### src/pkg/vmesr_pkg.sv
// Constants for the slave image, receive FIFO view and control/status register group.
// Assumes a 32-bit local register port addressed by register number.
package vmesr_pkg;
   // ----------------------------------------
   // Register numbers
   // ----------------------------------------
   localparam logic [7:0] REG_RX_ADDR  = 8'h18;
   localparam logic [7:0] REG_RX_DATA  = 8'h14;
   localparam logic [7:0] REG_IMAGE    = 8'h10;
   localparam logic [7:0] REG_CSR      = 8'h0c;
   // ----------------------------------------
   // Image register fields
   // ----------------------------------------
   localparam int LONG_BASE_LSB  = 0;
   localparam int LONG_SIZE_LSB  = 5;
   localparam int SHORT_BASE_LSB = 16;
   localparam int SHORT_SIZE_LSB = 21;
   localparam int LONG_PAGE_LSB  = 27;
   localparam int SHORT_PAGE_LSB = 19;
   localparam int LONG_MIN_LSB   = 12;
   // ----------------------------------------
   // Control and status fields
   // ----------------------------------------
   localparam int CSR_TX_CLEAR   = 16;
   localparam int CSR_RX_CLEAR   = 17;
   localparam int CSR_RX_ADVANCE = 18;
   localparam int CSR_BASE_READY = 19;
   localparam int CSR_BP_ERR     = 2;
   localparam int CSR_LOC_ERR    = 3;
   localparam int CSR_MON_OCC    = 4;
   localparam int CSR_DMA_ERR    = 5;
   localparam int CSR_TX_OCC     = 6;
   localparam int CSR_RX_OCC     = 7;
   localparam int CSR_IMG_EN     = 8;
   localparam logic [31:0] ZERO_WORD = 32'h0000_0000;
endpackage

### src/rtl/vmesr_flag.sv
// Sticky error flag: hardware sets, software clears by writing zero.
// Assumes a same-clock event pulse and write strobe.
`timescale 1ns/1ns
`default_nettype none
module vmesr_flag (
   input  wire logic i_clk,
   input  wire logic i_srst,
   input  wire logic i_ce,
   input  wire logic i_set,
   input  wire logic i_wr,
   input  wire logic i_wdata,
   output logic      o_flag
);
   logic flag_r;
   always_ff @(posedge i_clk) begin
      if (i_srst) begin
         flag_r <= 1'b0;
      end else if (i_ce) begin
         // Setting wins over a clear in the same cycle so no event is lost.
         flag_r <= i_set | (flag_r & ~(i_wr & ~i_wdata));
      end
   end
   assign o_flag = flag_r;
endmodule
`default_nettype wire

### src/rtl/vmesr_image_match.sv
// Slave image address comparator for the short and long spaces.
// Assumes registered, same-clock address and control inputs.
`timescale 1ns/1ns
`default_nettype none
module vmesr_image_match
   import vmesr_pkg::*;
(
   input  wire logic        i_long,
   input  wire logic [31:0] i_addr,
   input  wire logic [4:0]  i_short_base,
   input  wire logic [1:0]  i_short_size,
   input  wire logic [4:0]  i_long_base,
   input  wire logic [3:0]  i_long_size,
   output logic             o_hit,
   output logic [31:0]      o_mask
);
   logic [4:0] sbmask;
   always_comb begin
      sbmask = 5'h1f << i_short_size;
      o_mask = 32'hffff_ffff << (LONG_MIN_LSB + 32'(i_long_size));
      if (i_long) begin
         // Image spans at most one 128M page, so the whole page must match.
         o_hit = (i_addr[31:LONG_PAGE_LSB] == i_long_base) &&
                 ((i_addr & o_mask & 32'h07ff_ffff) == 32'h0000_0000);
      end else begin
         o_mask = {8'h00, 24'hff_ffff << (SHORT_PAGE_LSB + 32'(i_short_size))};
         o_hit  = ((i_addr[23:SHORT_PAGE_LSB] & sbmask) ==
                   (i_short_base & sbmask));
      end
   end
endmodule
`default_nettype wire

### src/rtl/vmesr_regs.sv
// Register group: receive FIFO output view, slave image base/size, control/status.
// Assumes FIFOs, DMA and bus engines outside; pin-level error inputs are asynchronous.
//
// Operation
// - Receive address reads FIFO output, masked by size.
// - Receive data reads FIFO output word.
// - Short image size codes 512K to 4M.
// - Short base compared with A23-A19, masked.
// - Long image size 4K doubling to 128M.
// - Long base places image in 128M steps.
// - Base ready flag reads zero until programmed.
// - Writing one advances receive FIFO, self clears.
// - Writing one empties receive FIFO, self clears.
// - Writing one empties transmit FIFO, aborts cycle.
// - Receive occupied flag shows FIFO not empty.
// - Transmit occupied flag shows FIFO not empty.
// - DMA local error sticky, raises general interrupt.
// - Monitor occupied flag drives monitor interrupt.
// - Decoupled local error sticky, raises general interrupt.
// - Decoupled backplane error sticky, freezes transmit, interrupts.
// - Image enable control gates all slave images.
`timescale 1ns/1ns
`default_nettype none
module vmesr_regs
   import vmesr_pkg::*;
(
   input  wire logic        i_clk,
   input  wire logic        i_srst,
   input  wire logic        i_ce,
   // ----------------------------------------
   // Local register port
   // ----------------------------------------
   input  wire logic        i_reg_wr,
   input  wire logic        i_reg_rd,
   input  wire logic [7:0]  i_reg_num,
   input  wire logic [31:0] i_reg_wdata,
   output logic [31:0]      o_reg_rdata,
   // ----------------------------------------
   // Receive FIFO output stage
   // ----------------------------------------
   input  wire logic [31:0] i_rx_addr,
   input  wire logic [31:0] i_rx_data,
   input  wire logic [31:0] i_rx_mask,
   input  wire logic        i_rx_nonempty,
   output logic             o_rx_advance,
   output logic             o_rx_clear,
   // ----------------------------------------
   // Transmit FIFO and monitor status
   // ----------------------------------------
   input  wire logic        i_tx_nonempty,
   output logic             o_tx_clear,
   output logic             o_tx_freeze,
   input  wire logic        i_mon_nonempty,
   // ----------------------------------------
   // Error events
   // ----------------------------------------
   input  wire logic        i_dma_local_err,
   input  wire logic        i_local_bus_error_in,
   input  wire logic        i_backplane_berr,
   input  wire logic        i_decoupled,
   // ----------------------------------------
   // Backplane slave access probe
   // ----------------------------------------
   input  wire logic        i_vme_valid,
   input  wire logic        i_vme_long,
   input  wire logic [31:0] i_vme_addr,
   output logic             o_vme_accept,
   output logic [31:0]      o_vme_mask,
   // ----------------------------------------
   // Interrupt pins
   // ----------------------------------------
   output logic             o_general_irq_out,
   output logic             o_monitor_irq_out
);
   // ----------------------------------------
   // State
   // ----------------------------------------
   typedef struct packed {
      logic [1:0]  short_image_size;
      logic [4:0]  short_image_base;
      logic [3:0]  long_image_size;
      logic [4:0]  long_image_base;
      logic        base_ready_flag;
      logic        image_enable_ctl;
      logic        receive_advance_cmd;
      logic        receive_clear_cmd;
      logic        transmit_clear_cmd;
      logic [1:0]  local_error_flag_sync;
      logic [1:0]  backplane_error_flag_sync;
      logic [31:0] rdata;
      logic        accept;
      logic [31:0] mask;
      logic        gen_irq;
      logic        mon_irq;
      logic        tx_freeze;
   } vmesr_state_type;

   vmesr_state_type st_r;
   vmesr_state_type st_nxt;

   logic        dma_err;
   logic        loc_err;
   logic        bp_err;
   logic        csr_wr;
   logic        hit;
   logic [31:0] hit_mask;

   assign csr_wr = i_reg_wr && (i_reg_num == REG_CSR);

   // ----------------------------------------
   // Sticky error flags
   // ----------------------------------------
   vmesr_flag u_dma_err (
      .i_clk   (i_clk),
      .i_srst  (i_srst),
      .i_ce    (i_ce),
      .i_set   (i_dma_local_err),
      .i_wr    (csr_wr),
      .i_wdata (i_reg_wdata[CSR_DMA_ERR]),
      .o_flag  (dma_err)
   );

   // Local and backplane errors only latch in decoupled mode; atomic mode hands them straight to the CPU.
   vmesr_flag u_loc_err (
      .i_clk   (i_clk),
      .i_srst  (i_srst),
      .i_ce    (i_ce),
      .i_set   (st_r.local_error_flag_sync[1] & i_decoupled),
      .i_wr    (csr_wr),
      .i_wdata (i_reg_wdata[CSR_LOC_ERR]),
      .o_flag  (loc_err)
   );

   vmesr_flag u_bp_err (
      .i_clk   (i_clk),
      .i_srst  (i_srst),
      .i_ce    (i_ce),
      .i_set   (st_r.backplane_error_flag_sync[1] & i_decoupled),
      .i_wr    (csr_wr),
      .i_wdata (i_reg_wdata[CSR_BP_ERR]),
      .o_flag  (bp_err)
   );

   vmesr_image_match u_match (
      .i_long       (i_vme_long),
      .i_addr       (i_vme_addr),
      .i_short_base (st_r.short_image_base),
      .i_short_size (st_r.short_image_size),
      .i_long_base  (st_r.long_image_base),
      .i_long_size  (st_r.long_image_size),
      .o_hit        (hit),
      .o_mask       (hit_mask)
   );

   // ----------------------------------------
   // Next state
   // ----------------------------------------
   always_comb begin
      st_nxt = st_r;
      st_nxt.local_error_flag_sync = {st_r.local_error_flag_sync[0], i_local_bus_error_in};
      st_nxt.backplane_error_flag_sync = {st_r.backplane_error_flag_sync[0], i_backplane_berr};
      st_nxt.receive_advance_cmd = 1'b0;
      st_nxt.receive_clear_cmd   = 1'b0;
      st_nxt.transmit_clear_cmd  = 1'b0;
      if (i_reg_wr && i_reg_num == REG_IMAGE) begin
         st_nxt.short_image_size = i_reg_wdata[SHORT_SIZE_LSB +: 2];
         st_nxt.short_image_base = i_reg_wdata[SHORT_BASE_LSB +: 5];
         st_nxt.long_image_size  = i_reg_wdata[LONG_SIZE_LSB +: 4];
         st_nxt.long_image_base  = i_reg_wdata[LONG_BASE_LSB +: 5];
         st_nxt.base_ready_flag  = 1'b1;
      end
      if (csr_wr) begin
         st_nxt.receive_advance_cmd = i_reg_wdata[CSR_RX_ADVANCE];
         st_nxt.receive_clear_cmd   = i_reg_wdata[CSR_RX_CLEAR];
         st_nxt.transmit_clear_cmd  = i_reg_wdata[CSR_TX_CLEAR];
         st_nxt.image_enable_ctl    = i_reg_wdata[CSR_IMG_EN];
      end
      // Pulse outputs are one cycle wide; reads never see them set.
      st_nxt.rdata = ZERO_WORD;
      if (i_reg_rd) begin
         unique case (i_reg_num)
            REG_RX_ADDR: st_nxt.rdata = i_rx_addr & ~i_rx_mask;
            REG_RX_DATA: st_nxt.rdata = i_rx_data;
            REG_IMAGE: begin
               st_nxt.rdata[SHORT_SIZE_LSB +: 2] = st_r.short_image_size;
               st_nxt.rdata[SHORT_BASE_LSB +: 5] = st_r.short_image_base;
               st_nxt.rdata[LONG_SIZE_LSB +: 4]  = st_r.long_image_size;
               st_nxt.rdata[LONG_BASE_LSB +: 5]  = st_r.long_image_base;
            end
            REG_CSR: begin
               st_nxt.rdata[CSR_BASE_READY] = st_r.base_ready_flag;
               st_nxt.rdata[CSR_RX_OCC]     = i_rx_nonempty;
               st_nxt.rdata[CSR_TX_OCC]     = i_tx_nonempty;
               st_nxt.rdata[CSR_DMA_ERR]    = dma_err;
               st_nxt.rdata[CSR_MON_OCC]    = i_mon_nonempty;
               st_nxt.rdata[CSR_LOC_ERR]    = loc_err;
               st_nxt.rdata[CSR_BP_ERR]     = bp_err;
               st_nxt.rdata[CSR_IMG_EN]     = st_r.image_enable_ctl;
            end
            default: st_nxt.rdata = ZERO_WORD;
         endcase
      end
      st_nxt.accept = i_vme_valid && hit && st_r.image_enable_ctl
                      && st_r.base_ready_flag;
      st_nxt.mask    = hit_mask;
      st_nxt.gen_irq = dma_err | loc_err | bp_err;
      st_nxt.mon_irq = i_mon_nonempty;
      // Freeze lifts only when software clears the flag.
      st_nxt.tx_freeze = bp_err;
   end

   always_ff @(posedge i_clk) begin
      if (i_srst) begin
         st_r <= '0;
      end else if (i_ce) begin
         st_r <= st_nxt;
      end
   end

   // ----------------------------------------
   // Outputs
   // ----------------------------------------
   assign o_reg_rdata       = st_r.rdata;
   assign o_rx_advance      = st_r.receive_advance_cmd;
   assign o_rx_clear        = st_r.receive_clear_cmd;
   assign o_tx_clear        = st_r.transmit_clear_cmd;
   assign o_tx_freeze       = st_r.tx_freeze;
   assign o_vme_accept      = st_r.accept;
   assign o_vme_mask        = st_r.mask;
   assign o_general_irq_out = st_r.gen_irq;
   assign o_monitor_irq_out = st_r.mon_irq;
endmodule
`default_nettype wire

### config.mk
export PLATFORM = sky130hd
export DESIGN_NAME = vmesr_regs
export DESIGN_NICKNAME = d
export VERILOG_FILES = /design/src/pkg/vmesr_pkg.sv /design/src/rtl/vmesr_flag.sv /design/src/rtl/vmesr_image_match.sv /design/src/rtl/vmesr_regs.sv
export SDC_FILE = /design/constraint.sdc
export NUM_CORES = 1
export LEC_CHECK = 0
export BUFFER_PORTS_ARGS = -buffer_cell sky130_fd_sc_hd__buf_4
export CAP_MARGIN = 40
export CORE_AREA = 2 2 125 127
export DETAILED_ROUTE_END_ITERATION = 8
export DIE_AREA = 0 0 127 129
export PLACE_DENSITY = 0.63
export SETUP_SLACK_MARGIN = 0.5
export SLEW_MARGIN = 20
export SYNTH_ARGS = -nofsm -noshare
export SYNTH_HDL_FRONTEND = slang
export SYNTH_SLANG_ARGS = --single-unit
### constraint.sdc
create_clock -name i_clk -period 2.5 [get_ports i_clk]
set_input_delay 0.5 -clock i_clk [delete_from_list [all_inputs] [get_ports i_clk]]
set_output_delay 0.5 -clock i_clk [all_outputs]
set_load 0.01 [all_outputs]
==> results.toml, run 1 <==
[outcome]
status = "complete, no violations"

[floorplan]
initial_core_util = 0.3465
die_area_mm2 = 0.01638
dieWidth_um = 127
io_pins = 253
core_mm2 = 0.01498
rows = 45
die_y_um = 129

[final_layout]
syn_to_final_growth_pct = 36.45
mostFrequentLayoutCells = "buf_4, dfxtp_1, nand2_1"
fin_nets = 977
layout-drive-gt1-share = 0.3679
fin_area_mm2 = 0.007082
mostFrequentLayoutCell = "buf_4"
n_antenna_cell = 0

[yosys]
yosysWarnings = 0
synth_area_leaders = "dfxtp_1, buf_4, a21oi_1, nand2_1, nor2_1"
netlist_area_mm2 = 0.005190
synth-edff-count = 0
synth-seq-cells = 96
synth_nets = 813
syn_area_per_cell_um2 = 8.344
synth-main-ff-cell = "dfxtp_1"
synth_top_area_frac = 0.3703
ys_seq_area_frac = 0.3703
synth_cell_types = 60
synth_top_cell_by_area = "dfxtp_1"
ys_async_sr_fraction = 0
syn_inst = 622

[cts]
cts.sinks = 96
clk_pin_slew_ns = 0.07
cts_max_path_buffers = 2
cts.root.buffer_cell = "clkbuf_16"
cts_buffers = 9
cts_tree = "done"
cts_max_level = 3
holdBufCountCts = 0
clkLatencyLatePin_ns = 0.35

[power]
ir_drop_uv = 326.7
power.density_mw_per_mm2 = 487.4
leakage_nw = 3.124

[sta]
rsz0062_at_grt = "true"
whs_ns = 0.3777
fin_setup_tns_ns = 0
hold_viol = 0
period_share = 0.8175
setup_violations = 0
tightestPinTransition_ns = 0.7402
slew_violations = 0
final.min_clock_period_ns = 2.044
skew_ns = 0.007011
fmax_mhz = 489.3
slew_headroom = 0.5060

[detailed_routing]
via_count = 5097
routed_via_density = 5.206
drt_iter0_markers = 244
drt-pass1-iter-count = 5
routed_wl_mm = 17.94
wire_per_inst_um = 18.33
drc = 0
drt.antenna.violating_nets = 0

[worst_setup_path]
cp-end-kind = "flip-flop"
cp-start-kind = "flip-flop"
worstSetupPathType = "reg2reg"
cp_max_fo = 4
crit_arrival_ns = 2.31
cp_data_required_time_ns = 2.77

[grt]
grt_overflow = 0
grt_max_degree = 49
grt_pass1_wl_mm = 26.89
track_usage = 0.2116
antenna_found_initial = 0
grt_pass1_vias = 5121

[place]
port-buffer-count = 236
gp_congestion = 0.8325
hpwl_mm = 13.66
placed_area_mm2 = 0.006711

[job]
cap_viol_max_count = 0

[worst_hold_path]
hp-class = "in2reg"
==> kinds of logic after synthesis <==
group / count (synthesis) / synth area share
multiplexers: 17 / 0.03279
adder cells (fa/ha/maj): 10 / 0.02363
XOR/XNOR: 10 / 0.01687
buffers and inverters: 148 / 0.1603
flip-flops: 96 / 0.3703
AO/OA/AOI/OAI: 183 / 0.2478
AND/OR/NAND/NOR: 158 / 0.1483
==> stage by stage <==
| step | std cells | utilization | power [W] | worst slack (ns) |
|---|---|---|---|---|
| final | 979 | 0.4728 | 0.003451 | 0.4562 |
| after global routing | 979 | 0.4728 | 0.003591 | 0.4223 |
| after CTS | 975 | 0.4694 | 0.003491 | 0.5062 |
| after detailed placement | 959 | 0.4481 | 0.002060 | 0.1825 |
| after global placement | 959 | 0.4480 | 0.002050 | 0.2111 |
| after floorplan | 622 | - | 0.001782 | 0.3604 |
==> worst max-delay path, stage by stage, from the launching register on <==
cell and delay [ns]:
dfxtp_2 0.37, inv_1 0.10, ha_4 0.18, o21ai_0 0.12
nor4b_1 0.37, o2111ai_1 0.17, or4_1 0.42, o32ai_1 0.22
==> power by group <==
group	leakage [nW]	internal, W	switching, W
clock	0.143	0.000782	0.000643
combinational	2.20	0.000252	0.000203
sequential	0.780	0.00155	0.0000165
total	3.12	0.00259	0.000862
==> cell type report <==
type	count	area [um^2]
clock buffers	10	229.0
clock inverters	6	68.82
fillers	1494	7895
inverters	42	157.7
multi-input cells	379	2501
flip-flops and latches	96	1924
well taps	188	235.2
repair buffers	258	1966
==> cells in the mapped netlist, types with 3 or more instances <==
cell type	n
nor2_1	52
a22o_1	9
a21oi_1	56
o21ai_0	20
xor2_1	6
nand2_1	61
o2bb2ai_1	11
and3_1	3
nor2b_1	13
dfxtp_1	96
nand2b_1	4
a2bb2oi_1	5
buf_2	5
clkbuf_1	31
a32o_1	8
a32oi_1	16
a221oi_1	10
a211oi_1	5
mux2i_1	17
nand3_1	7
a22oi_1	11
inv_1	41
o311ai_0	4
buf_4	65
ha_1	9
o32ai_1	9
or4_1	3
xnor2_1	4
==> metal layers <==
layer  vias up  share of wire  global-route usage
met1      2400           0.42              0.2535
met2       203           0.49              0.3618
met4         0          0.022             0.08080
li1       2467              -                   -
met3        27          0.075             0.05988
met5         -              0                   0
==> worst paths after layout <==
| kind | cells past startpoint | slack, ns | start | to |
|---|---|---|---|---|
| worst max-delay path | 7 | 0.46 | st_r[85]$_SDFFE_PP0P_ | o_vme_accept$_SDFFE_PP0P_ |
| worst max register to register | 7 | 0.46 | st_r[85]$_SDFFE_PP0P_ | o_vme_accept$_SDFFE_PP0P_ |
| worst min-delay path | 3 | 0.38 | i_backplane_berr | st_nxt[69]$_SDFFE_PP0P_ |
| worst min register to register | 2 | 0.46 | o_reg_rdata[6]$_SDFFE_PP0P_ | o_reg_rdata[6]$_SDFFE_PP0P_ |
==> sequential cells by signal, indices dropped and copies added (netlist names) <==
name               cells
o_general_irq_out      1
o_tx_clear             1
st_r                  20
o_tx_freeze            1
o_vme_accept           1
u_loc_err.o_flag       1
o_monitor_irq_out      1
u_bp_err.o_flag        1
o_rx_clear             1
o_rx_advance           1
o_vme_mask            32
st_nxt                 2
u_dma_err.o_flag       1
o_reg_rdata           32
==> timing repair <==
item	in CTS	in global routing
buffers inserted	0	3
gates cloned	0	1
pin swaps	0	2
endpoints found under the setup margin	2	26
gates resized for setup	6	5
No activity file was read; power rests on OpenSTA's default activity.
==> inputs of run 2 (changes only) <==
Settings changed: PLACE_DENSITY 0.63 to 0.65.
Clock period 2.5 ns to 1.8 ns, I/O delays scaled along.
==> results.toml, run 2 (same netlist as run 1, synthesis figures left out) <==
[detailed_routing]
drc = 0
routed_via_density = 5.203
wire_per_inst_um = 18.02
drt_iter0_markers = 247
drt.antenna.violating_nets = 0
drt-pass1-iter-count = 4
routed_wl_mm = 18.84
via_count = 5437

[cts]
clk_pin_slew_ns = 0.07
cts_buffers = 9
cts_max_path_buffers = 2
clkLatencyLatePin_ns = 0.35
cts.root.buffer_cell = "clkbuf_16"
cts_max_level = 3
cts.sinks = 96
cts_tree = "done"

[grt]
grt_pass1_wl_mm = 27.85
track_usage = 0.2167
grt_overflow = 0
grt_max_degree = 51
antenna_found_initial = 0
grt_pass1_vias = 5268

[floorplan]
io_pins = 253
rows = 45
die_area_mm2 = 0.01638
dieWidth_um = 127
core_mm2 = 0.01498
die_y_um = 129
initial_core_util = 0.3465

[worst_setup_path]
slowest_stage = "or4_1"
worstSetupPathType = "reg2reg"
cp_data_required_time_ns = 2.06
max_stage_delay_ns = 0.57
r2r_start = "st_r[85]$_SDFFE_PP0P_"
cp_cell_sequence = "inv_2, ha_1, nor2b_1, o41ai_2, nand4b_1, or4_1, o32ai_1"
cp-end-kind = "flip-flop"
crit_start = "st_r[85]$_SDFFE_PP0P_"
cp_max_fo = 3
cp-start-kind = "flip-flop"
crit_arrival_ns = 2.18

[sta]
tightestPinTransition_ns = 0.5819
slew_headroom = 0.6121
rsz0062_at_grt = "true"
setup_violations = 7
period_share = 1.071
hold_viol = 0
final.min_clock_period_ns = 1.928
skew_ns = 0.005065
slew_violations = 0
setup_ws_ns = -0.1276
fmax_mhz = 518.8

[place]
hpwl_mm = 12.92
placed_cells = 999
port-buffer-count = 236
gp_congestion = 0.8337

[power]
power.density_mw_per_mm2 = 575.8
leakage_nw = 3.800
p_int_w = 0.003753
power.total_w = 0.004966
seqPwrFrac = 0.440
combPwrFrac = 0.147
ir_drop_uv = 422.2
clkPwrFrac = 0.414
swShare = 0.2444
power_switching_w = 0.001214

[final_layout]
mostFrequentLayoutCell = "buf_4"
layout-drive-gt1-share = 0.5671
stdcell_count = 1045
n_antenna_cell = 0
mostFrequentLayoutCells = "buf_4, dfxtp_1, nor2_1"
fin_nets = 1043
syn_to_final_growth_pct = 66.20

[worst_hold_path]
hp-class = "in2reg"
hold_path.startpoint = "i_reg_wdata[21]"

[job]
cap_viol_max_count = 0

[outcome]
status = "finished with violations"
violations = "negative setup slack"
[run 2: worst max-delay path: cells and delay by family (launching register included)]
kind / cells / cell delay, ns
AOI/OAI and AO/OA: 2 / 0.47
buffers and inverters: 1 / 0.09
DFF: 1 / 0.33
adders and majority gates: 1 / 0.19
and+or+nand+nor: 3 / 0.75
[run 2: final timing paths]
check	to	slack, ns	depth (start not counted)
worst max-delay path	o_vme_accept$_SDFFE_PP0P_	-0.13	7
worst min-delay path	st_r[91]$_SDFFE_PP0P_	0.24	3
worst max register to register	o_vme_accept$_SDFFE_PP0P_	-0.13	7
worst min register to register	o_reg_rdata[6]$_SDFFE_PP0P_	0.45	2
[run 2: metal layers]
metal	vias to the layer above	wire length, um	GRT usage
met5	-	0	0
met4	0	370	0.07304
met3	26	1085	0.04200
met2	197	9316	0.3725
met1	2606	8062	0.2736
li1	2608	-	-
[run 2: power by group through the flow]
stage	Combinational, W	Sequential [W]	Clock [W]
floorplan	0.000253	0.00222	0
CTS	0.000702	0.00218	0.00209
global route	0.000780	0.00219	0.00219
finish	0.000728	0.00218	0.00206
detailed placement	0.000646	0.00223	0
global placement	0.000640	0.00223	0
[run 2: through the flow]
step	area (um^2)	hold WS, ns	util	TNS, ns	setup WS (ns)
floorplan	5254	0.4263	-	-6.805	-0.1996
global placement	7063	0.4415	0.4716	-10.54	-0.4060
detailed placement	7063	0.4434	0.4716	-11.97	-0.4220
CTS	8267	0.2323	0.5520	-0.1214	-0.1214
global route	8626	0.2385	0.5759	-1.048	-0.1611
finish	8626	0.2405	0.5759	-0.3358	-0.1276
[run 2: repair_timing]
item                       in CTS  in global routing
resized for setup             166                 59
hold buffers                    0                  0
cloned                          3                  3
setup endpoints to repair      87                 87
pin swaps                      50                 41
buffers inserted               19                  5
[run 2: area by class of cell]
| cell class | instances | area (um^2) |
|---|---|---|
| Sequential cell | 96 | 1927 |
| Inverter | 42 | 170.2 |
| Clock buffer | 12 | 266.5 |
| Timing Repair Buffer | 325 | 2813 |
| Clock inverter | 4 | 51.30 |
| Multi-Input combinational cell | 378 | 3163 |
| Fill cell | 1315 | 6351 |
| Tap cell | 188 | 235.2 |
==> inputs of run 3 (changes only) <==
Settings changed: CTS_CLUSTER_SIZE set to 40, PLACE_DENSITY 0.65 to 0.63.
Clock period 1.8 ns to 2.2 ns, I/O delays scaled along.
==> results.toml, run 3 (same netlist as run 1, synthesis figures left out) <==
[cts]
clk_pin_slew_ns = 0.07
holdBufCountCts = 0
cts_max_path_buffers = 2
cts_tree = "done"
cts_buffers = 9
cts.sinks = 96
cts_max_level = 3
clkLatencyLatePin_ns = 0.34
cts.root.buffer_cell = "clkbuf_16"

[sta]
hold_viol = 0
fmax_mhz = 493.7
setup_violations = 0
tightestPinTransition_ns = 0.4416
slew_violations = 0
rsz0062_at_grt = "true"
skew_ns = 0.004597
slew_headroom = 0.7052
period_share = 0.9207
final.min_clock_period_ns = 2.026
fin_setup_tns_ns = 0

[grt]
grt_pass1_wl_mm = 27.67
antenna_found_initial = 0
grt_overflow = 0
track_usage = 0.2160
grt_pass1_vias = 5125
grt_max_degree = 52

[final_layout]
syn_to_final_growth_pct = 52.58
mostFrequentLayoutCell = "buf_4"
nFillCells = 1379
n_antenna_cell = 0
layout-drive-gt1-share = 0.4840
stdcell_count = 1000
mostFrequentLayoutCells = "buf_4, dfxtp_1, nor2_1"
fin_nets = 999

[floorplan]
rows = 45
io_pins = 253
die_y_um = 129
dieWidth_um = 127
core_mm2 = 0.01498
die_area_mm2 = 0.01638
initial_core_util = 0.3465

[detailed_routing]
routed_via_density = 5.256
wire_per_inst_um = 18.69
routed_wl_mm = 18.69
via_count = 5256
drt_iter0_markers = 321
drt-pass1-iter-count = 5
drt.antenna.violating_nets = 0
drc = 0

[place]
gp_congestion = 0.8728
placed_cells = 962
port-buffer-count = 236
hpwl_mm = 13.32

[worst_hold_path]
hp-class = "in2reg"

[power]
ir_drop_uv = 329.3
power.density_mw_per_mm2 = 502.3
leakage_nw = 3.448

[worst_setup_path]
crit_arrival_ns = 2.30
cp-start-kind = "input port"
cp-end-kind = "flip-flop"
cp_data_required_time_ns = 2.48
cp_max_fo = 6
worstSetupPathType = "in2reg"

[job]
cap_viol_max_count = 0

[outcome]
status = "complete, no violations"
==> run 3: cell count changes in the layout (fill, tap and decap cells not counted), moves of 7 or more <==
cell,delta
o21ai_2,-7
buf_6,-16
a21oi_1,+20
a21oi_2,-18
buf_4,-26
==> run 3: per-stage QoR <==
step,instance area (um^2),setup slack (ns),hold WS [ns],util,power (W)
final,7919,0.1745,0.3312,0.5287,0.003977
after global routing,7919,0.1416,0.3266,0.5287,0.004136
after CTS,7490,0.2482,0.3200,0.5001,0.003995
after detailed placement,6783,0.02552,0.4422,0.4529,0.002344
after global placement,6775,0.07180,0.4385,0.4524,0.002333
after floorplan,5245,0.1204,0.4263,-,0.002026
==> run 3: where the power goes <==
group / internal (W) / leakage, nW / switching (W)
logic: 0.000304 / 2.52 / 0.000248
registers: 0.00177 / 0.780 / 0.0000199
clock network: 0.000943 / 0.152 / 0.000696
==> run 3: worst paths after layout <==
kind              slack, ns                   startpoint                          end  cells after the start
setup reg to reg       0.29        st_r[84]$_SDFFE_PP0P_    o_vme_accept$_SDFFE_PP0P_                      6
hold / removal         0.33         i_local_bus_error_in      st_nxt[71]$_SDFFE_PP0P_                      3
hold reg to reg        0.45  o_reg_rdata[6]$_SDFFE_PP0P_  o_reg_rdata[6]$_SDFFE_PP0P_                      2
setup / recovery       0.17                 i_reg_num[7]  o_reg_rdata[9]$_SDFFE_PP0P_                     10
==> run 3: metal layers <==
metal | part of all wire | global-route usage
met3 | 0.077 | 0.05530
met1 | 0.41 | 0.2649
met4 | 0.016 | 0.06917
met2 | 0.50 | 0.3725
met5 | 0 | 0
==> run 3: final cells by class <==
type                    count  area (um^2)  share of cell area
multi-input cells         380         2897              0.3658
repair buffers            279         2395              0.3024
flip-flops and latches     96         1924              0.2430
clock buffers              11        252.7             0.03192
well taps                 188        235.2             0.02970
inverters                  42        162.7             0.02054
clock inverters             4        52.55            0.006636
==> run 3: worst max-delay path, stage by stage <==
cell and delay (ns):
buf_6 0.09, or4_4 0.55, buf_6 0.14, nor4b_4 0.33, buf_6 0.18, buf_12 0.10
buf_16 0.12, a32oi_2 0.10, a2bb2oi_1 0.13, nor2_1 0.11
==> run 3: timing repair <==
action / CTS / global route
cloned: 8 / 1
gates resized for setup: 34 / 99
pin swaps: 17 / 60
setup buffers: 11 / 3
endpoints found under the setup margin: 49 / 65
